===== config.mk =====
export PLATFORM = sky130hd
export DESIGN_NAME = pdsr_regs
export DESIGN_NICKNAME = d
export VERILOG_FILES = /design/src/hw/pdsr_pkg.sv /design/src/hw/pdsr_pg_delay.sv /design/src/hw/pdsr_regs.sv
export SDC_FILE = /design/constraint.sdc
export NUM_CORES = 1
export LEC_CHECK = 0
export ABC_AREA = 1
export BUFFER_PORTS_ARGS = -buffer_cell sky130_fd_sc_hd__buf_4
export CORE_MARGIN = 2
export CORE_UTILIZATION = 35
export DETAILED_ROUTE_END_ITERATION = 6
export PLACE_DENSITY = 0.65
export SYNTH_ARGS = -nofsm -noshare
export SYNTH_HDL_FRONTEND = slang
export SYNTH_SLANG_ARGS = --single-unit
export TNS_END_PERCENT = 30

===== constraint.sdc =====
create_clock -name clk -period 7.1 [get_ports clk]
set_input_delay 0.355 -clock clk [delete_from_list [all_inputs] [get_ports clk]]
set_output_delay 0.355 -clock clk [all_outputs]
set_load 0.02 [all_outputs]

===== src/hw/pdsr_pkg.sv =====
// shared constants for the discharge, power-good delay and sleep register slice
package pdsr_pkg;
  // register offsets on the byte register port
  localparam logic [7:0] PDSR_OFF_DISCHARGE_CTRL_THIRD = 8'h42;
  localparam logic [7:0] PDSR_OFF_POWER_GOOD_DELAY_FIRST = 8'h43;
  localparam logic [7:0] PDSR_OFF_EMERGENCY_SHUTDOWN_REQUEST = 8'h91;
  localparam logic [7:0] PDSR_OFF_FIRST_BUCK_SLEEP_CTRL = 8'h92;
  // field positions
  localparam int PDSR_SW2_LSB = 4; // second load switch discharge field
  localparam int PDSR_SW1_LSB = 2; // first load switch discharge field
  localparam int PDSR_LDO_LSB = 0; // third aux ldo discharge field
  localparam int PDSR_PGD_LSB = 0; // delay code, three bits
  localparam int PDSR_SHUTDOWN_REQUEST_BIT_BIT = 0; // shutdown request bit
  localparam int PDSR_SLP_EN_BIT = 0; // sleep enable bit
  localparam int PDSR_SLP_VID_LSB = 1; // sleep voltage code, seven bits
  // reset values before the factory load
  localparam logic [7:0] PDSR_RST_BYTE = 8'h00;
  localparam logic [1:0] PDSR_DISCH_NONE = 2'h0;
  // discharge codes
  localparam logic [1:0] PDSR_DISCH_100 = 2'h1;
  localparam logic [1:0] PDSR_DISCH_200 = 2'h2;
  localparam logic [1:0] PDSR_DISCH_500 = 2'h3;
  // timing: 10 MHz clock, 100 us delay tick
  localparam int PDSR_CLK_HZ = 10_000_000;
  localparam int PDSR_TICK_US = 100;
  localparam int PDSR_TICK_CYC = PDSR_CLK_HZ / 1_000_000 * PDSR_TICK_US;
  // power-good delays in microseconds, code 000 to 111
  localparam int PDSR_DLY_US [8] = '{2500, 5000, 10000, 15000, 20000, 50000, 75000, 100000};

  // delay code to a count of 100 us ticks
  function automatic logic [9:0] pdsr_dly_ticks(input logic [2:0] code);
    pdsr_dly_ticks = 10'(PDSR_DLY_US[code] / PDSR_TICK_US);
  endfunction : pdsr_dly_ticks

  // discharge code to one-hot resistor select {500, 200, 100}
  function automatic logic [2:0] pdsr_disch_onehot(input logic [1:0] code);
    pdsr_disch_onehot = {code == PDSR_DISCH_500, code == PDSR_DISCH_200,
                         code == PDSR_DISCH_100};
  endfunction : pdsr_disch_onehot
endpackage : pdsr_pkg


===== src/hw/pdsr_pg_delay.sv =====
// power-good delay timer for the third general output
`timescale 1ns/1ps
module pdsr_pg_delay
  import pdsr_pkg::*;
#(
  parameter int TICK_CYC = PDSR_TICK_CYC // clock cycles per 100 us tick
) (
  input wire logic clk, // system clock
  input wire logic reset_n, // async reset, active low
  input wire logic soft_clr, // emergency shutdown clear
  input wire logic active, // delay path in use
  input wire logic rails_ok, // all grouped rails in regulation
  input wire logic [2:0] delay_code, // programmed delay code
  output logic pg_good // delayed power good
);
  typedef enum logic [2:0] {
    PG_IDLE = 3'b001,
    PG_WAIT = 3'b010,
    PG_GOOD = 3'b100
  } pdsr_pg_state_t;

  pdsr_pg_state_t state_q, state_d; // timer state
  logic [15:0] div_q; // tick divider
  logic [9:0] ticks_q; // ticks elapsed in wait
  logic [9:0] target_q; // ticks latched at start
  wire start = (state_q == PG_IDLE) && rails_ok && active; // rails just settled
  wire tick = (div_q == 16'(TICK_CYC - 1)); // one-cycle enable
  wire done = tick && (ticks_q + 10'h001 == target_q); // last tick reached

  // next state; losing any rail or the path drops power good at once
  always_comb begin
    state_d = state_q;
    unique case (state_q)
      PG_IDLE: if (start) state_d = PG_WAIT;
      PG_WAIT: if (done) state_d = PG_GOOD;
      PG_GOOD: state_d = PG_GOOD;
    endcase
    if (!rails_ok || !active || soft_clr) begin
      state_d = PG_IDLE;
    end
  end

  // divider restarts at the start so the delay is whole ticks, not tick minus phase
  always_ff @(posedge clk or negedge reset_n) begin
    if (!reset_n) begin
      state_q <= PG_IDLE;
      div_q <= 16'h0000;
      ticks_q <= 10'h000;
      target_q <= 10'h000;
    end else begin
      state_q <= state_d;
      div_q <= (start || tick) ? 16'h0000 : div_q + 16'h0001;
      if (start) begin
        ticks_q <= 10'h000;
        target_q <= pdsr_dly_ticks(delay_code);
      end else if (tick && state_q == PG_WAIT) begin
        ticks_q <= ticks_q + 10'h001;
      end
    end
  end

  assign pg_good = (state_q == PG_GOOD);

  // power good only rises when the last programmed tick ends
  a_pg_after_delay: assert property (@(posedge clk) disable iff (!reset_n)
    $rose(pg_good) |-> $past(ticks_q) + 10'h001 == target_q)
    else $error("power good rose before the programmed delay");
  // losing regulation drops power good on the next edge
  a_pg_drops_fast: assert property (@(posedge clk) disable iff (!reset_n)
    !rails_ok |=> !pg_good)
    else $error("power good held without regulation");
  c_pg_reached: cover property (@(posedge clk) disable iff (!reset_n) $rose(pg_good));
endmodule : pdsr_pg_delay


===== src/hw/pdsr_regs.sv =====
// register slice: rail discharge, power-good delay, emergency shutdown, buck sleep
//
// Functional notes
// - enabled rail forces its discharge field to 00
// - 42h holds switch two, switch one, ldo fields
// - discharge codes: none, 100, 200, 500 ohms
// - 43h holds three-bit delay code, rest reserved
// - delay starts once grouped rails in regulation
// - codes select 2.5 ms up to 100 ms
// - host-driven output ignores the delay code; with output_vtt_use set the pin still follows the delayed power good
// - 91h resets zero, only bit 0 writable
// - writing one starts emergency shutdown and reset
// - shutdown bit clears itself, reads back zero
// - shutdown data byte is not acknowledged
// - 92h holds sleep code 7:1, enable 0
// - sleep code sets buck target in sleep
// - sleep enable picks sleep code when pin low
// - sleep pin fixed by factory, not writable
`timescale 1ns/1ps
module pdsr_regs
  import pdsr_pkg::*;
#(
  parameter int TICK_CYC = PDSR_TICK_CYC // cycles per 100 us tick, shorten in simulation
) (
  input wire logic clk, // 10 MHz system clock
  input wire logic reset_n, // async reset, active low
  // byte register port from the serial bus engine
  input wire logic reg_wr, // write strobe, one cycle
  input wire logic reg_rd, // read strobe, one cycle
  input wire logic [7:0] reg_addr, // register offset
  input wire logic [7:0] reg_wdata, // write data byte
  output logic [7:0] reg_rdata, // read data, one cycle after strobe
  output logic reg_ack, // acknowledge for the data byte
  // rail enables
  input wire logic third_aux_ldo_en, // third aux ldo enabled
  input wire logic first_load_switch_en, // first load switch enabled
  input wire logic second_load_switch_en, // second load switch enabled
  // discharge control to the rails
  output logic [1:0] third_aux_ldo_discharge_sel, // effective code
  output logic [1:0] first_switch_discharge_sel, // effective code
  output logic [1:0] second_switch_discharge_sel, // effective code
  output logic [2:0] third_aux_ldo_res, // one-hot {500,200,100}
  output logic [2:0] first_switch_res, // one-hot {500,200,100}
  output logic [2:0] second_switch_res, // one-hot {500,200,100}
  // third general output
  input wire logic group_rails_ok, // grouped rails in regulation
  input wire logic output_host_ctrl, // pin driven by host command
  input wire logic output_vtt_use, // pin also enables termination ldo
  input wire logic output_host_level, // host-commanded level
  output logic third_general_output, // pin level
  // shutdown
  output logic emergency_shutdown, // one-cycle shutdown pulse
  // first buck sleep
  input wire logic third_control_sleep_input, // sleep pin option a, low active
  input wire logic sixth_control_sleep_input, // sleep pin option b, low active
  input wire logic [6:0] first_buck_voltage_code, // normal voltage code
  output logic [6:0] first_buck_target_code, // code in force
  output logic first_buck_in_sleep, // sleep code in force
  // factory configuration
  input wire logic [5:0] otp_discharge, // discharge fields, 5:0
  input wire logic [2:0] otp_pg_delay, // delay code
  input wire logic [7:0] otp_sleep_ctrl, // sleep control byte
  input wire logic otp_sleep_pin_sel // 0 third input, 1 sixth input
);
  // stored registers
  logic [5:0] disch_q, disch_d; // discharge fields, bits 5:0
  logic [2:0] pgd_q, pgd_d; // delay code
  logic [7:0] slp_q, slp_d; // sleep control byte
  logic shutdown_request_bit_q; // shutdown request, self-clearing
  logic load_q; // factory load pending
  logic pin_sel_q; // latched sleep pin choice
  logic [7:0] rdata_q; // read data register
  logic [1:0] ldo_sel_q, sw1_sel_q, sw2_sel_q; // effective discharge codes
  logic [2:0] ldo_res_q, sw1_res_q, sw2_res_q; // resistor selects
  logic out_q; // third output level
  logic [6:0] target_q; // buck target code
  logic in_sleep_q; // buck in sleep
  logic pg_good; // delayed power good

  // address decode
  wire hit_disch = (reg_addr == PDSR_OFF_DISCHARGE_CTRL_THIRD);
  wire hit_pgd = (reg_addr == PDSR_OFF_POWER_GOOD_DELAY_FIRST);
  wire hit_shutdown_request_bit = (reg_addr == PDSR_OFF_EMERGENCY_SHUTDOWN_REQUEST);
  wire hit_slp = (reg_addr == PDSR_OFF_FIRST_BUCK_SLEEP_CTRL);
  // writes are refused while the factory load runs
  wire wr_ok = reg_wr && !load_q;
  wire shutdown_request_bit_wr = wr_ok && hit_shutdown_request_bit && reg_wdata[PDSR_SHUTDOWN_REQUEST_BIT_BIT];
  // rail enable mask over the discharge fields
  wire [5:0] en_mask = {{2{second_load_switch_en}}, {2{first_load_switch_en}},
                        {2{third_aux_ldo_en}}};

  // data byte acknowledged unless it trips shutdown or the load is running
  assign reg_ack = !load_q && !shutdown_request_bit_wr;

  // read mux; reserved bits read as zero
  wire [7:0] rd_mux = hit_disch ? {2'b00, disch_q} :
                      hit_pgd ? {5'b00000, pgd_q} :
                      hit_shutdown_request_bit ? {7'h00, shutdown_request_bit_q} :
                      hit_slp ? slp_q :
                      PDSR_RST_BYTE;

  // next discharge fields: write only the writable bits, then clear enabled rails
  always_comb begin
    disch_d = disch_q;
    if (load_q) begin
      disch_d = otp_discharge;
    end else if (wr_ok && hit_disch) begin
      disch_d = reg_wdata[5:0];
    end
    disch_d = disch_d & ~en_mask;
  end

  // next delay code
  always_comb begin
    pgd_d = pgd_q;
    if (load_q) begin
      pgd_d = otp_pg_delay;
    end else if (wr_ok && hit_pgd) begin
      pgd_d = reg_wdata[PDSR_PGD_LSB +: 3];
    end
  end

  // next sleep control byte, all eight bits writable
  always_comb begin
    slp_d = slp_q;
    if (load_q) begin
      slp_d = otp_sleep_ctrl;
    end else if (wr_ok && hit_slp) begin
      slp_d = reg_wdata;
    end
  end

  // register storage; variant values arrive from the factory load, not the reset
  always_ff @(posedge clk or negedge reset_n) begin
    if (!reset_n) begin
      disch_q <= 6'h00;
      pgd_q <= 3'h0;
      slp_q <= PDSR_RST_BYTE;
    end else begin
      disch_q <= disch_d;
      pgd_q <= pgd_d;
      slp_q <= slp_d;
    end
  end

  // shutdown bit lives one cycle then hands over to the reload
  always_ff @(posedge clk or negedge reset_n) begin
    if (!reset_n) begin
      shutdown_request_bit_q <= 1'b0;
      load_q <= 1'b1;
    end else begin
      shutdown_request_bit_q <= shutdown_request_bit_wr;
      load_q <= shutdown_request_bit_q;
    end
  end

  // sleep pin choice caught at each factory load, never by a write
  always_ff @(posedge clk or negedge reset_n) begin
    if (!reset_n) begin
      pin_sel_q <= 1'b0;
    end else if (load_q) begin
      pin_sel_q <= otp_sleep_pin_sel;
    end
  end

  // read data register
  always_ff @(posedge clk or negedge reset_n) begin
    if (!reset_n) begin
      rdata_q <= PDSR_RST_BYTE;
    end else if (reg_rd) begin
      rdata_q <= rd_mux;
    end
  end

  // effective discharge codes; the mask acts at once, not a cycle after the store
  wire [5:0] disch_eff = disch_q & ~en_mask;
  always_ff @(posedge clk or negedge reset_n) begin
    if (!reset_n) begin
      ldo_sel_q <= PDSR_DISCH_NONE;
      sw1_sel_q <= PDSR_DISCH_NONE;
      sw2_sel_q <= PDSR_DISCH_NONE;
      ldo_res_q <= 3'h0;
      sw1_res_q <= 3'h0;
      sw2_res_q <= 3'h0;
    end else begin
      ldo_sel_q <= disch_eff[PDSR_LDO_LSB +: 2];
      sw1_sel_q <= disch_eff[PDSR_SW1_LSB +: 2];
      sw2_sel_q <= disch_eff[PDSR_SW2_LSB +: 2];
      ldo_res_q <= pdsr_disch_onehot(disch_eff[PDSR_LDO_LSB +: 2]);
      sw1_res_q <= pdsr_disch_onehot(disch_eff[PDSR_SW1_LSB +: 2]);
      sw2_res_q <= pdsr_disch_onehot(disch_eff[PDSR_SW2_LSB +: 2]);
    end
  end

  // delay path used unless the host owns the pin and no termination ldo hangs on it
  wire host_only = output_host_ctrl && !output_vtt_use;

  // power-good delay timer
  pdsr_pg_delay #(
    .TICK_CYC(TICK_CYC)
  ) u_pg_delay (
    .clk(clk),
    .reset_n(reset_n),
    .soft_clr(shutdown_request_bit_q),
    .active(!host_only),
    .rails_ok(group_rails_ok),
    .delay_code(pgd_q),
    .pg_good(pg_good)
  );

  // output pin level: host level or delayed power good
  always_ff @(posedge clk or negedge reset_n) begin
    if (!reset_n) begin
      out_q <= 1'b0;
    end else begin
      out_q <= host_only ? output_host_level : pg_good;
    end
  end

  // sleep selection; pin is low active, choice fixed at load
  wire sleep_pin_low = pin_sel_q ? !sixth_control_sleep_input
                                 : !third_control_sleep_input;
  wire use_sleep = slp_q[PDSR_SLP_EN_BIT] && sleep_pin_low;
  wire [6:0] slp_code = slp_q[PDSR_SLP_VID_LSB +: 7];

  // target code in force; step encoding is the converter's, passed through unchanged
  always_ff @(posedge clk or negedge reset_n) begin
    if (!reset_n) begin
      target_q <= 7'h00;
      in_sleep_q <= 1'b0;
    end else begin
      target_q <= use_sleep ? slp_code : first_buck_voltage_code;
      in_sleep_q <= use_sleep;
    end
  end

  assign reg_rdata = rdata_q;
  assign third_aux_ldo_discharge_sel = ldo_sel_q;
  assign first_switch_discharge_sel = sw1_sel_q;
  assign second_switch_discharge_sel = sw2_sel_q;
  assign third_aux_ldo_res = ldo_res_q;
  assign first_switch_res = sw1_res_q;
  assign second_switch_res = sw2_res_q;
  assign third_general_output = out_q;
  assign emergency_shutdown = shutdown_request_bit_q;
  assign first_buck_target_code = target_q;
  assign first_buck_in_sleep = in_sleep_q;

  // third aux ldo and first switch, both enabled for two edges, show no discharge code, stored or effective
  a_disch_forced_off: assert property (@(posedge clk) disable iff (!reset_n)
    (third_aux_ldo_en && first_load_switch_en) [*2] |->
      ldo_sel_q == PDSR_DISCH_NONE && sw1_sel_q == PDSR_DISCH_NONE && disch_q[3:0] == 4'h0)
    else $error("discharge code present on an enabled rail");
  // second switch resistor select follows its 500 ohm code
  a_disch_decode: assert property (@(posedge clk) disable iff (!reset_n)
    sw2_sel_q == PDSR_DISCH_500 |-> sw2_res_q == 3'h4)
    else $error("500 ohm code did not select the 500 ohm resistor");
  // reserved bits of the delay register read zero
  a_pgd_reserved: assert property (@(posedge clk) disable iff (!reset_n)
    reg_rd && hit_pgd |=> reg_rdata[7:3] == 5'h00 && reg_rdata[2:0] == $past(pgd_q))
    else $error("delay register read back wrong");
  // shutdown byte goes unacknowledged and fires one pulse then reload
  a_shutdown_request_bit_no_ack: assert property (@(posedge clk) disable iff (!reset_n)
    reg_wr && hit_shutdown_request_bit && reg_wdata[0] && !load_q |-> !reg_ack ##1 emergency_shutdown)
    else $error("shutdown write acknowledged or not started");
  a_shutdown_request_bit_selfclear: assert property (@(posedge clk) disable iff (!reset_n)
    emergency_shutdown |=> !emergency_shutdown && load_q ##1 !load_q && pgd_q == $past(otp_pg_delay))
    else $error("shutdown bit stuck or registers not reloaded");
  // writing zero to the shutdown bit does nothing
  a_shutdown_request_bit_zero: assert property (@(posedge clk) disable iff (!reset_n)
    reg_wr && hit_shutdown_request_bit && !reg_wdata[0] |=> !emergency_shutdown)
    else $error("zero write started a shutdown");
  // sleep disabled always gives the normal code
  a_sleep_off: assert property (@(posedge clk) disable iff (!reset_n)
    !slp_q[0] |=> first_buck_target_code == $past(first_buck_voltage_code))
    else $error("sleep code used with sleep disabled");
  a_sleep_on: assert property (@(posedge clk) disable iff (!reset_n)
    slp_q[0] && sleep_pin_low |=> first_buck_target_code == $past(slp_q[7:1]))
    else $error("sleep code not used with pin low");
  // host-driven pin follows the host level only
  a_host_output: assert property (@(posedge clk) disable iff (!reset_n)
    host_only |=> third_general_output == $past(output_host_level))
    else $error("delay path drove a host-owned pin");
  // reserved bits of the discharge and shutdown registers read zero
  a_disch_reserved: assert property (@(posedge clk) disable iff (!reset_n)
    reg_rd && hit_disch |=> reg_rdata[7:6] == 2'h0)
    else $error("discharge register reserved bits read nonzero");
  a_shutdown_request_bit_reserved: assert property (@(posedge clk) disable iff (!reset_n)
    reg_rd && hit_shutdown_request_bit |=> reg_rdata[7:1] == 7'h00)
    else $error("shutdown register reserved bits read nonzero");
  // an enabled second switch shows no code one edge later
  a_sw2_forced_off: assert property (@(posedge clk) disable iff (!reset_n)
    second_load_switch_en |=> sw2_sel_q == PDSR_DISCH_NONE && sw2_res_q == 3'h0)
    else $error("discharge code present on the enabled second switch");
  // nothing but the factory load moves the sleep pin choice
  a_pin_sel_fixed: assert property (@(posedge clk) disable iff (!reset_n)
    !load_q |=> pin_sel_q == $past(pin_sel_q))
    else $error("sleep pin choice changed outside the factory load");
  // the load cycle puts the factory values in place
  a_load_values: assert property (@(posedge clk) disable iff (!reset_n)
    load_q |=> pgd_q == $past(otp_pg_delay) && slp_q == $past(otp_sleep_ctrl))
    else $error("factory values not loaded");
  // an accepted sleep control write lands whole
  a_sleep_write: assert property (@(posedge clk) disable iff (!reset_n)
    wr_ok && hit_slp |=> slp_q == $past(reg_wdata))
    else $error("sleep control write did not land");

  c_shutdown: cover property (@(posedge clk) disable iff (!reset_n) shutdown_request_bit_wr);
  c_sleep_entry: cover property (@(posedge clk) disable iff (!reset_n) $rose(in_sleep_q));
  c_disch_cleared: cover property (@(posedge clk) disable iff (!reset_n)
    disch_q[1:0] != 2'h0 ##1 disch_q[1:0] == 2'h0);
endmodule : pdsr_regs


==> impl_metrics.csv, run 1 <==
group,metric,value,unit
sta,timing.slew.headroom,33.92,%
clock_tree,clock_tree.buffer_depth,2,
hold_path,hold_start,"first_load_switch_en",
setup_path,cpPeakStageDelay,0.53,ns
floorplanning,top_level_ports,88,
grt,antenna_found_initial,0,
power_and_ir_drop,p_leak,0.003594,uW
synth,yosys_register_bits,91,
clock_tree,cts_tree,"yes",
clock_tree,root_buffer,"sky130_fd_sc_hd__clkbuf_16",
grt,global_route_usage_sum,16.27,%
setup_path,reg2reg_depth,54,
setup_path,worst-path-buf-inv,9,
cells_and_area,proportion_of_layout_cells_with_a_drive_suffix_above_1,18.27,%
cells_and_area,nNetsFinal,951,
synth,synth_area_per_cell,7.158,um2
sta,finalMaxSlewViolations,0,
synth,synthesis.instances,802,
hold_path,worst_hold_path_type,"in -> reg",
sta,final.setup_skew,0.008562,ns
hold_path,min_to,"first_switch_discharge_sel[0]$_DFF_PN0_",
floorplanning,coreArea,15940,um2
setup_path,timing.critical_path.from_type,"flip-flop",
synth,synth_top_area_share,38.80,%
cells_and_area,antenna_cells_inserted,0,
detailed_routing,first_pass_iters,5,
synth,synthXorXnorAreaFrac,1.983,%
setup_path,timing_worst_setup_path_type,"reg -> reg",
floorplanning,floorplan.die.width,132.1,um
setup_path,worst_path_arrival_time,6.37,ns
synth,mappedNetlistNets,866,
floorplanning,dieArea,17440,um2
cells_and_area,n_fill_cell,1603,
power_and_ir_drop,netSwitchingFraction,44.27,%
cells_and_area,area.sequential,2280,um2
clock_tree,cts_buf_count,9,
grt,pin_count_of_the_biggest_net_entering_global_routing,79,
flow_run,max-cap-violations,0,
grt,first_global_vias,4850,
sta,max_clock_freq,0.1629,GHz
sta,setup_violations,0,
sta,grt_setup_unrepaired,"no",
floorplanning,initial_utilization,36.01,%
detailed_routing,drt_wl_total,13.85,mm
clock_tree,cts_post_setup_buffers_inserted,0,
setup_path,reg2reg_from,"pgd_q[0]$_DFFE_PN0P_",
power_and_ir_drop,power.switching,967.1,uW
cells_and_area,final_common_cell,"sky130_fd_sc_hd__nand2_1",
sta,report.final.hold_viol_count,0,
synth,complex_gate_fraction_of_the_synthesized_area,9.677,%
clock_tree,clkLatencyLatePin,0.35,ns
setup_path,cp.required,7.33,ns
setup_path,rr_endpoint,"u_pg_delay.target_q[0]$_DFFE_PN0P_",
power_and_ir_drop,comb_power_share,52.8,%
power_and_ir_drop,worst_ir_drop_vdd,0.1355,mV
synth,synth_seq_area_share,39.71,%
setup_path,r2r_slack,0.96,ns
cells_and_area,area.growth.synth_to_final,19.86,%
setup_path,library_cell_contributing_the_largest_single_delay_on_the_critical_path,"sky130_fd_sc_hd__dfrtp_1",
placement,io_buffer_count,87,
floorplanning,floorplan.rows,46,
placement,routabilityCongestion,0.8934,
sta,totalNegativeSetupSlack,0,ns
setup_path,crit_path_frequent_cell,"sky130_fd_sc_hd__nand2_1",
detailed_routing,dr_total_vias,5189,
clock_tree,clkSinkCount,91,
detailed_routing,drt-initial-drc-count,308,
setup_path,critical-path-top-delay-family,"simple AND/OR/NAND/NOR gates",
floorplanning,die_height,132.1,um
grt,grt-ovfl-total,0,
synth,synth_top_family_by_area,"simple AND/OR/NAND/NOR gates",
power_and_ir_drop,internal-power,1217,uW
detailed_routing,route.antenna.remaining_nets,0,
placement,hpwlAfterDp,10.82,mm
synth,mappedNetlistArea,5741,um2
cells_and_area,finalNonFillerCells,1108,
synth,synth-adder-area-share,2.180,%
synth,yosysTopAreaCell,"sky130_fd_sc_hd__dfrtp_1",
synth,post_synth_and_or_nand_nor_area_fraction,36.55,%
cells_and_area,mostFrequentLayoutCells,"sky130_fd_sc_hd__nand2_1 (201), sky130_fd_sc_hd__inv_1 (121), sky130_fd_sc_hd__nor2_1 (94)",
synth,synth.lib_cells_used.distinct,44,
sta,post-route-period-util,86.46,%
clock_tree,clkTransAtPathRegs,0.06,ns
detailed_routing,avgViaCountPerCell,4.683,
placement,dp_cells,1091,
detailed_routing,drcViolationCount,0,
power_and_ir_drop,pwr-share-seq,27.0,%
setup_path,critical_path_peak_fanout,9,
synth,synth.area.mux_share,0,%
detailed_routing,avgRoutedWirePerCell,12.50,um
grt,wire_length_of_the_first_global_routing_pass,23.29,mm
run_status,run_status,"completed",
power_and_ir_drop,power.share.clock,20.1,%
sta,worst-slew-pin-transition,0.9912,ns
power_and_ir_drop,p_per_area,317.5,nW/um2
cells_and_area,multi_input_area,2893,um2
hold_path,holdPathStages,2,
sta,period_minus_slack,6.139,ns
synth,synth_area_leaders,"sky130_fd_sc_hd__dfrtp_1 (39%), sky130_fd_sc_hd__nand2_1 (13%), sky130_fd_sc_hd__inv_1 (7.9%), sky130_fd_sc_hd__nor2_1 (6.1%), sky130_fd_sc_hd__nand3_1 (4.7%)",
setup_path,setup.worst_path.end_class,"flip-flop",
clock_tree,ctsResizeCount,0,
clock_tree,ctsHtreeMaxLevel,3,
synth,ys_warn_count,0,
-- timing repair --
action	CTS	global route
endpoints found under the setup margin	0	0
hold buffers	1	0
endpoints found under the hold margin	13	0
-- power groups by stage --
stage,Combinational (uW),Sequential [uW],Clock [uW]
6_report,1150,590,440
5_1_grt,1330,597,474
4_1_cts,1160,591,452
3_5_place_dp,1160,600,0
3_3_place_gp,1150,598,0
2_1_floorplan,960,592,0
-- routing by layer --
metal	routed length, um	GRT usage (%)	part of all wire (%)
met5	0	0	0
met1	6442	20.75	47
met2	6567	27.00	47
met3	613	4.498	4.4
met4	222	4.710	1.6
-- worst max path at each step --
stage | start | to | slack (ns) | depth (start not counted)
floorplan | pgd_q[0]$_DFFE_PN0P_ | u_pg_delay.target_q[0]$_DFFE_PN0P_ | 1.76 | 56
global route | pgd_q[0]$_DFFE_PN0P_ | u_pg_delay.target_q[0]$_DFFE_PN0P_ | 0.18 | 52
CTS | pgd_q[0]$_DFFE_PN0P_ | u_pg_delay.target_q[0]$_DFFE_PN0P_ | 0.99 | 55
global placement | pgd_q[0]$_DFFE_PN0P_ | u_pg_delay.target_q[0]$_DFFE_PN0P_ | 1.26 | 55
finish | pgd_q[0]$_DFFE_PN0P_ | u_pg_delay.target_q[0]$_DFFE_PN0P_ | 0.96 | 54
detailed placement | pgd_q[0]$_DFFE_PN0P_ | u_pg_delay.target_q[0]$_DFFE_PN0P_ | 1.01 | 55
-- cells by family after synthesis --
family                   after synthesis
AND/OR/NAND/NOR                      444
buffers and inverters                148
AO/OA/AOI/OAI                         96
flip-flops                            91
XOR/XNOR                              13
adder cells (fa/ha/maj)               10
-- metrics by stage --
stage               utilization (%)  power, uW  area (um2)  hold WS [ns]  worst slack, ns
finish                        43.16       2184        6880        0.1928           0.9613
CTS                           43.16       2203        6880        0.1794           0.9914
detailed placement            41.41       1757        6603        0.2124            1.009
global route                  43.16       2398        6880        0.1841           0.1779
global placement              41.41       1746        6603        0.2169            1.260
floorplan                         -       1552        5741       0.05941            1.758
-- registers in the layout, indices dropped and copies added (netlist names) --
register                     count
disch_q                          6
pgd_q                            3
third_aux_ldo_discharge_sel      2
third_general_output             1
pin_sel_q                        1
first_switch_res                 3
second_switch_res                3
u_pg_delay.ticks_q              10
load_q                           1
u_pg_delay.state_q               3
first_buck_target_code           7
third_aux_ldo_res                3
first_buck_in_sleep              1
first_switch_discharge_sel       2
u_pg_delay.div_q                16
u_pg_delay.target_q             10
second_switch_discharge_sel      2
emergency_shutdown               1
slp_q                            8
reg_rdata                        8
-- final cells by class --
class / instances / area share (%)
well taps: 216 / 3.928
multi-input cells: 563 / 42.04
clock buffers: 13 / 3.637
inverters: 133 / 7.256
flip-flops and latches: 91 / 33.13
repair buffers: 89 / 9.747
clock inverters: 3 / 0.2546
-- synth_stat cells (all sizes together) --
master and count:
nor3 11, o211ai 2, o21ai 44, dfrtp 89, and3 1, nand3b 3
buf 5, clkbuf 10, dfstp 2, or2 2, o31ai 3, or4 2
nand2 227, o21a 1, a31oi 9, nor3b 4, o21bai 1, xor2 10
o22ai 15, nand4 19, nand3 63, clkinv 2, xnor2 3, and2 1
inv 131, o41ai 1, ha 10, nor4 7, a21oi 15, o221ai 2
nor2 104, a211oi 2, a22o 1
Note: power is estimated with default switching activity, not from simulation.
==> run 2: changes to the inputs <==
Settings changed: MAX_ROUTING_LAYER set to met4.
==> impl_metrics.csv, run 2 (same netlist as run 1, synthesis figures left out) <==
group,metric,value,unit
run_status,run_status,"completed",
floorplanning,coreArea,15940,um2
sta,timing.slew.headroom,33.77,%
clock_tree,clkSinkCount,91,
clock_tree,cts_buf_count,9,
sta,worst-slew-pin-transition,0.9934,ns
setup_path,crit_path_frequent_cell,"sky130_fd_sc_hd__nand2_1",
setup_path,cp.required,7.33,ns
sta,finalMaxSlewViolations,0,
detailed_routing,dr_total_vias,5230,
clock_tree,ctsHtreeMaxLevel,3,
clock_tree,cts_tree,"yes",
sta,max_clock_freq,0.1639,GHz
grt,antenna_found_initial,0,
detailed_routing,met2RoutedLength,6.547,mm
cells_and_area,n_fill_cell,1603,
power_and_ir_drop,p_per_area,317.6,nW/um2
placement,hpwlAfterDp,10.82,mm
grt,pin_count_of_the_biggest_net_entering_global_routing,79,
setup_path,worst_path_arrival_time,6.34,ns
cells_and_area,largestRegisters,"u_pg_delay.div_q (16), u_pg_delay.target_q (10), u_pg_delay.ticks_q (10)",
power_and_ir_drop,internal-power,1217,uW
setup_path,reg2reg_depth,54,
detailed_routing,wl_met3,576,um
floorplanning,floorplan.die.width,132.1,um
cells_and_area,end_of_flow_core_utilization,43.16,%
detailed_routing,routedLengthMet1,6.489,mm
power_and_ir_drop,p_leak,0.003594,uW
detailed_routing,highest-signal-layer,"met4",
sta,grt_setup_unrepaired,"no",
cells_and_area,flip_flop_count_of_the_largest_register_after_layout,16,
hold_path,holdPathStages,2,
placement,io_buffer_count,87,
sta,post-route-period-util,85.95,%
setup_path,timing_worst_setup_path_type,"reg -> reg",
power_and_ir_drop,comb_power_share,52.8,%
cells_and_area,area.growth.synth_to_final,19.86,%
clock_tree,clkLatencyLatePin,0.35,ns
detailed_routing,first_pass_iters,5,
clock_tree,clock_tree.buffer_depth,2,
power_and_ir_drop,netSwitchingFraction,44.29,%
power_and_ir_drop,pwr-share-seq,27.0,%
detailed_routing,drt_wl_total,13.82,mm
power_and_ir_drop,worst_ir_drop_vdd,0.1355,mV
detailed_routing,drt-initial-drc-count,304,
power_and_ir_drop,power.share.clock,20.2,%
cells_and_area,proportion_of_layout_cells_with_a_drive_suffix_above_1,18.27,%
clock_tree,clkTransAtPathRegs,0.06,ns
detailed_routing,avgViaCountPerCell,4.720,
cells_and_area,biggest_register,"u_pg_delay.div_q",
setup_path,setup.worst_path.end_class,"flip-flop",
flow_run,max-cap-violations,0,
sta,final.setup_skew,0.007467,ns
grt,wire_length_of_the_first_global_routing_pass,23.28,mm
detailed_routing,route.antenna.remaining_nets,0,
clock_tree,cts_post_setup_buffers_inserted,0,
setup_path,cpPeakStageDelay,0.52,ns
sta,period_minus_slack,6.103,ns
hold_path,worst_hold_path_type,"in -> reg",
power_and_ir_drop,power.switching,968.0,uW
sta,report.final.hold_viol_count,0,
cells_and_area,mostFrequentLayoutCells,"sky130_fd_sc_hd__nand2_1 (201), sky130_fd_sc_hd__inv_1 (121), sky130_fd_sc_hd__nor2_1 (94)",
placement,routabilityCongestion,0.9085,
detailed_routing,drcViolationCount,0,
floorplanning,die_height,132.1,um
clock_tree,root_buffer,"sky130_fd_sc_hd__clkbuf_16",
grt,first_global_vias,4862,
grt,global_route_usage_sum,16.73,%
cells_and_area,final_common_cell,"sky130_fd_sc_hd__nand2_1",
floorplanning,top_level_ports,88,
clock_tree,ctsResizeCount,0,
floorplanning,floorplan.rows,46,
sta,setup_violations,0,
cells_and_area,area.sequential,2280,um2
setup_path,library_cell_contributing_the_largest_single_delay_on_the_critical_path,"sky130_fd_sc_hd__dfrtp_1",
cells_and_area,multi_input_area,2893,um2
sta,totalNegativeSetupSlack,0,ns
floorplanning,dieArea,17440,um2
cells_and_area,nNetsFinal,951,
power_and_ir_drop,power.total,2185,uW
setup_path,critical_path_peak_fanout,9,
setup_path,timing.critical_path.from_type,"flip-flop",
detailed_routing,avgRoutedWirePerCell,12.48,um
floorplanning,initial_utilization,36.01,%
grt,grt-ovfl-total,0,
cells_and_area,antenna_cells_inserted,0,
==> run 2: cell counts in the layout (fill, tap and decap cells not counted) <==
Identical to the previous run, type by type.
==> run 2: worst max-delay path, delay by kind of cell, from the launching register on <==
kind,cells,cell delay (ns)
simple gates,41,3.92
fa+ha+maj,4,0.87
buf+inv,9,0.68
flops,1,0.52
==> run 2: power by group through the flow <==
stage	clock network (uW)	registers [uW]	logic [uW]
3_5_place_dp	0	600	1160
5_1_grt	474	597	1330
2_1_floorplan	0	592	960
3_3_place_gp	0	598	1150
4_1_cts	452	591	1160
6_report	441	590	1150
==> run 2: path summary, 6_finish.rpt <==
kind,startpoint,end,slack (ns)
max,pgd_q[0]$_DFFE_PN0P_,u_pg_delay.target_q[0]$_DFFE_PN0P_,1.0
min,first_load_switch_en,first_switch_discharge_sel[0]$_DFF_PN0_,0.19
max reg2reg,pgd_q[0]$_DFFE_PN0P_,u_pg_delay.target_q[0]$_DFFE_PN0P_,1.0
min reg2reg,emergency_shutdown$_DFF_PN0_,load_q$_DFF_PN1_,0.41
max in group asynchronous,reset_n,u_pg_delay.target_q[4]$_DFFE_PN0P_,5.48
min in group asynchronous,reset_n,second_switch_res[2]$_DFF_PN0_,0.39
==> run 2: metal layers <==
layer | vias up | global-route usage [%]
met4 | 0 | 4.529
met3 | 19 | 4.037
met5 | - | -
met2 | 103 | 27.00
met1 | 2380 | 21.02
li1 | 2728 | -
==> run 2: cell type report <==
class | instances | area share [%]
clock buffers | 13 | 3.637
clock inverters | 3 | 0.2546
inverters | 133 | 7.256
multi-input cells | 563 | 42.04
flip-flops and latches | 91 | 33.13
well taps | 216 | 3.928
repair buffers | 89 | 9.747
==> run 2: metrics by stage <==
| step | hold WS (ns) | instances | area (um2) | setup slack, ns |
|---|---|---|---|---|
| 6_report | 0.1904 | 1108 | 6880 | 0.9973 |
| 4_1_cts | 0.1794 | 1108 | 6880 | 0.9914 |
| 2_1_floorplan | 0.05941 | 802 | 5741 | 1.758 |
| 5_1_grt | 0.1855 | 1108 | 6880 | 0.1777 |
| 3_3_place_gp | 0.2169 | 1091 | 6603 | 1.260 |
| 3_5_place_dp | 0.2124 | 1091 | 6603 | 1.009 |
==> run 2: repair_timing <==
item	4_1_cts	5_1_grt
setup endpoints to repair	0	0
endpoints found under the hold margin	13	0
hold buffers	1	0
==> run 3: changes to the inputs <==
Settings changed: ABC_AREA 1 to unset.
Clock period 7.1 ns to 7.91 ns, I/O delays scaled along.
==> impl_metrics.csv, run 3 <==
group,metric,value,unit
run_status,run_status,"completed",
detailed_routing,dr_total_vias,4792,
hold_path,worst_hold_path_type,"in -> reg",
sta,post-route-period-util,78.35,%
setup_path,worst_path_arrival_time,6.42,ns
clock_tree,clkSinkCount,91,
synth,synthFlopType,"sky130_fd_sc_hd__dfrtp_1",
cells_and_area,area.growth.synth_to_final,21.06,%
sta,grt_setup_unrepaired,"no",
setup_path,cpPeakStageDelay,0.78,ns
synth,yosysTopAreaCell,"sky130_fd_sc_hd__dfrtp_1",
detailed_routing,avgViaCountPerCell,5.254,
clock_tree,ctsResizeCount,0,
detailed_routing,drt_wl_total,13.56,mm
grt,first_global_vias,4520,
synth,ys_warn_count,0,
setup_path,critPathCapture,"u_pg_delay.target_q[0]$_DFFE_PN0P_",
sta,final.setup_skew,0.008276,ns
floorplanning,die_height,129.4,um
grt,antenna_found_initial,0,
sta,whs,0.2140,ns
grt,global_route_usage_sum,17.02,%
synth,synth_async_sr_flop_share,100.0,%
sta,report.final.hold_viol_count,0,
grt,pin_count_of_the_biggest_net_entering_global_routing,67,
synth,synth_seq_area_share,41.44,%
synth,synth_top_cells_by_count,"sky130_fd_sc_hd__dfrtp_1 (89), sky130_fd_sc_hd__nand2_1 (78), sky130_fd_sc_hd__nor2_1 (76)",
setup_path,reg2reg_from,"pgd_q[0]$_DFFE_PN0P_",
sta,setup_violations,0,
sta,period_minus_slack,6.197,ns
setup_path,worst-path-buf-inv,1,
clock_tree,clkLatencyLatePin,0.35,ns
detailed_routing,route.antenna.remaining_nets,0,
grt,wire_length_of_the_first_global_routing_pass,22.02,mm
detailed_routing,first_pass_iters,5,
cells_and_area,flip_flop_count_of_the_largest_register_after_layout,16,
detailed_routing,avgRoutedWirePerCell,14.86,um
synth,synth_enable_flop_cells,0,
setup_path,worstSetupPathDepth,18,
floorplanning,initial_utilization,36.06,%
setup_path,critPathLaunch,"pgd_q[0]$_DFFE_PN0P_",
cells_and_area,nNetsFinal,759,
detailed_routing,drcViolationCount,0,
clock_tree,ctsHtreeMaxLevel,3,
setup_path,worstPathCellList,"clkinv_1 > ha_1 > nand4b_1 > a21oi_1 > nor2_1 > ha_1 > or3b_1 > a311oi_4 > nor3b_1 > a211oi_2 > o31ai_1 > o21ai_0 > a311oi_1 > a211oi_1 > a2111oi_0 > a21bo_2 > o31ai_1 > a211oi_2",
sta,totalNegativeSetupSlack,0,ns
cells_and_area,n_fill_cell,1496,
synth,yosys_register_bits,91,
sta,max_clock_freq,0.1614,GHz
setup_path,critical-path-top-delay-family,"compound AO/OA/AOI/OAI gates",
setup_path,library_cell_contributing_the_largest_single_delay_on_the_critical_path,"sky130_fd_sc_hd__dfrtp_1",
clock_tree,cts_buf_count,9,
cells_and_area,fin_area,6660,um2
setup_path,critical_path_peak_fanout,21,
placement,hpwlAfterDp,10.11,mm
placement,routabilityCongestion,1.003,
clock_tree,clkTransAtPathRegs,0.07,ns
clock_tree,root_buffer,"sky130_fd_sc_hd__clkbuf_16",
cells_and_area,mostFrequentLayoutCells,"sky130_fd_sc_hd__dfrtp_1 (89), sky130_fd_sc_hd__buf_4 (89), sky130_fd_sc_hd__nand2_1 (78)",
setup_path,timing.critical_path.from_type,"flip-flop",
floorplanning,floorplan.die.width,129.4,um
detailed_routing,drt-initial-drc-count,462,
placement,placedInstanceArea,6339,um2
setup_path,reg2reg_depth,18,
placement,io_buffer_count,87,
synth,mappedNetlistArea,5502,um2
cells_and_area,largestRegisters,"u_pg_delay.div_q (16), u_pg_delay.target_q (10), u_pg_delay.ticks_q (10)",
cells_and_area,proportion_of_layout_cells_with_a_drive_suffix_above_1,19.83,%
synth,synth.lib_cells_used.distinct,73,
synth,mappedNetlistNets,683,
power_and_ir_drop,p_leak,0.002961,uW
clock_tree,cts_tree,"yes",
synth,synthesis.instances,620,
cells_and_area,end_of_flow_core_utilization,43.65,%
power_and_ir_drop,p_per_area,202.4,nW/um2
cells_and_area,biggest_register,"u_pg_delay.div_q",
clock_tree,clock_tree.buffer_depth,2,
floorplanning,top_level_ports,88,
grt,grt-ovfl-total,0,
synth,synth_area_leaders,"sky130_fd_sc_hd__dfrtp_1 (40%), sky130_fd_sc_hd__nand2_1 (5.3%), sky130_fd_sc_hd__nor2_1 (5.2%), sky130_fd_sc_hd__o21ai_0 (4.1%), sky130_fd_sc_hd__mux2i_1 (4.0%)",
sta,finalMaxSlewViolations,0,
setup_path,r2r_slack,1.71,ns
floorplanning,coreArea,15260,um2
cells_and_area,antenna_cells_inserted,0,
setup_path,cp.required,8.13,ns
floorplanning,floorplan.rows,45,
setup_path,timing_worst_setup_path_type,"reg -> reg",
setup_path,rr_endpoint,"u_pg_delay.target_q[0]$_DFFE_PN0P_",
power_and_ir_drop,worst_ir_drop_vdd,0.1256,mV
sta,timing.slew.headroom,27.62,%
floorplanning,dieArea,16740,um2
flow_run,max-cap-violations,0,
sta,worst-slew-pin-transition,1.083,ns
synth,synth_most_common_cell,"sky130_fd_sc_hd__dfrtp_1",
synth,synth_area_per_cell,8.873,um2
synth,synth_top_area_share,40.48,%
setup_path,setup.worst_path.end_class,"flip-flop",
run 3: changes by cell type after synthesis, sizes merged, moves of 14 or more:
cell	previous run	this run
nand3	63	21
nand2	227	78
mux2i	0	22
nor2	104	76
xnor2	3	17
nor2b	0	24
nand2b	0	15
inv	131	11
a21oi	15	31
run 3: timing repair:
| item | in CTS | in global routing |
|---|---|---|
| hold buffers | 1 | 0 |
| hold endpoints to repair | 25 | 0 |
| setup buffers | 0 | 0 |
run 3: area by class of cell:
class	instances	area, um2	area share [%]
Clock buffer	9	225.2	3.382
Tap cell	211	264.0	3.964
Timing Repair Buffer	90	678.2	10.18
Inverter	13	48.80	0.7327
Sequential cell	91	2280	34.23
Multi-Input combinational cell	491	3078	46.21
Clock inverter	7	86.33	1.296
run 3: worst min-delay path by stage:
stage                                from                                   to  slack, ns  depth (start not counted)
global placement                  reset_n  first_buck_target_code[6]$_DFF_PN0_       0.31                          1
global route        second_load_switch_en                 disch_q[5]$_DFF_PN0_       0.20                          2
floorplan                         reset_n                 disch_q[0]$_DFF_PN0_        0.1                          0
detailed placement                reset_n  first_buck_target_code[6]$_DFF_PN0_       0.32                          1
finish              second_load_switch_en                 disch_q[5]$_DFF_PN0_       0.21                          2
CTS                 second_load_switch_en                 disch_q[5]$_DFF_PN0_       0.20                          2
run 3: layer usage:
layer | track usage (%) | share of wire [%] | vias to the layer above
met1 | 22.02 | 46 | 2297
met3 | 3.799 | 4.6 | 16
met5 | - | 0 | -
met2 | 26.66 | 48 | 123
met4 | 5.371 | 1.6 | 0
li1 | - | - | 2356
run 3: power breakdown:
part	internal, uW	switching (uW)	total [uW]	leakage (uW)
Combinational	156	215	371	0.00159
Clock	250	194	444	0.000153
Sequential	498	34.6	533	0.00121
Total	905	443	1350	0.00296
run 3: logic make-up after synthesis:
group	count (synthesis)	synth area share, %
simple gates	268	23.74
fa+ha+maj	9	2.047
buf+inv	38	2.729
compound gates	152	19.22
xor+xnor	33	5.253
flops	91	41.44
mux	29	5.572
run 3: worst reg2reg max path, cell delays in order (launching register included):
cell                        delay (ns)
sky130_fd_sc_hd__dfrtp_1          0.78
sky130_fd_sc_hd__clkinv_1         0.52
sky130_fd_sc_hd__ha_1             0.66
sky130_fd_sc_hd__nand4b_1         0.17
sky130_fd_sc_hd__a21oi_1          0.10
sky130_fd_sc_hd__nor2_1           0.14
sky130_fd_sc_hd__ha_1             0.24
sky130_fd_sc_hd__or3b_1           0.19
sky130_fd_sc_hd__a311oi_4         0.14
sky130_fd_sc_hd__nor3b_1          0.47
sky130_fd_sc_hd__a211oi_2         0.16
sky130_fd_sc_hd__o31ai_1          0.74
sky130_fd_sc_hd__o21ai_0          0.28
sky130_fd_sc_hd__a311oi_1         0.34
sky130_fd_sc_hd__a211oi_1         0.13
sky130_fd_sc_hd__a2111oi_0        0.42
sky130_fd_sc_hd__a21bo_2          0.27
sky130_fd_sc_hd__o31ai_1          0.27
sky130_fd_sc_hd__a211oi_2         0.06
run 3: per-stage QoR:
step / cells / setup slack (ns) / total power, uW
detailed placement: 895 / 1.868 / 907.5
global route: 912 / 1.261 / 1418
global placement: 895 / 2.109 / 895.4
CTS: 912 / 1.833 / 1356
floorplan: 620 / 2.848 / 806.0
finish: 912 / 1.713 / 1348
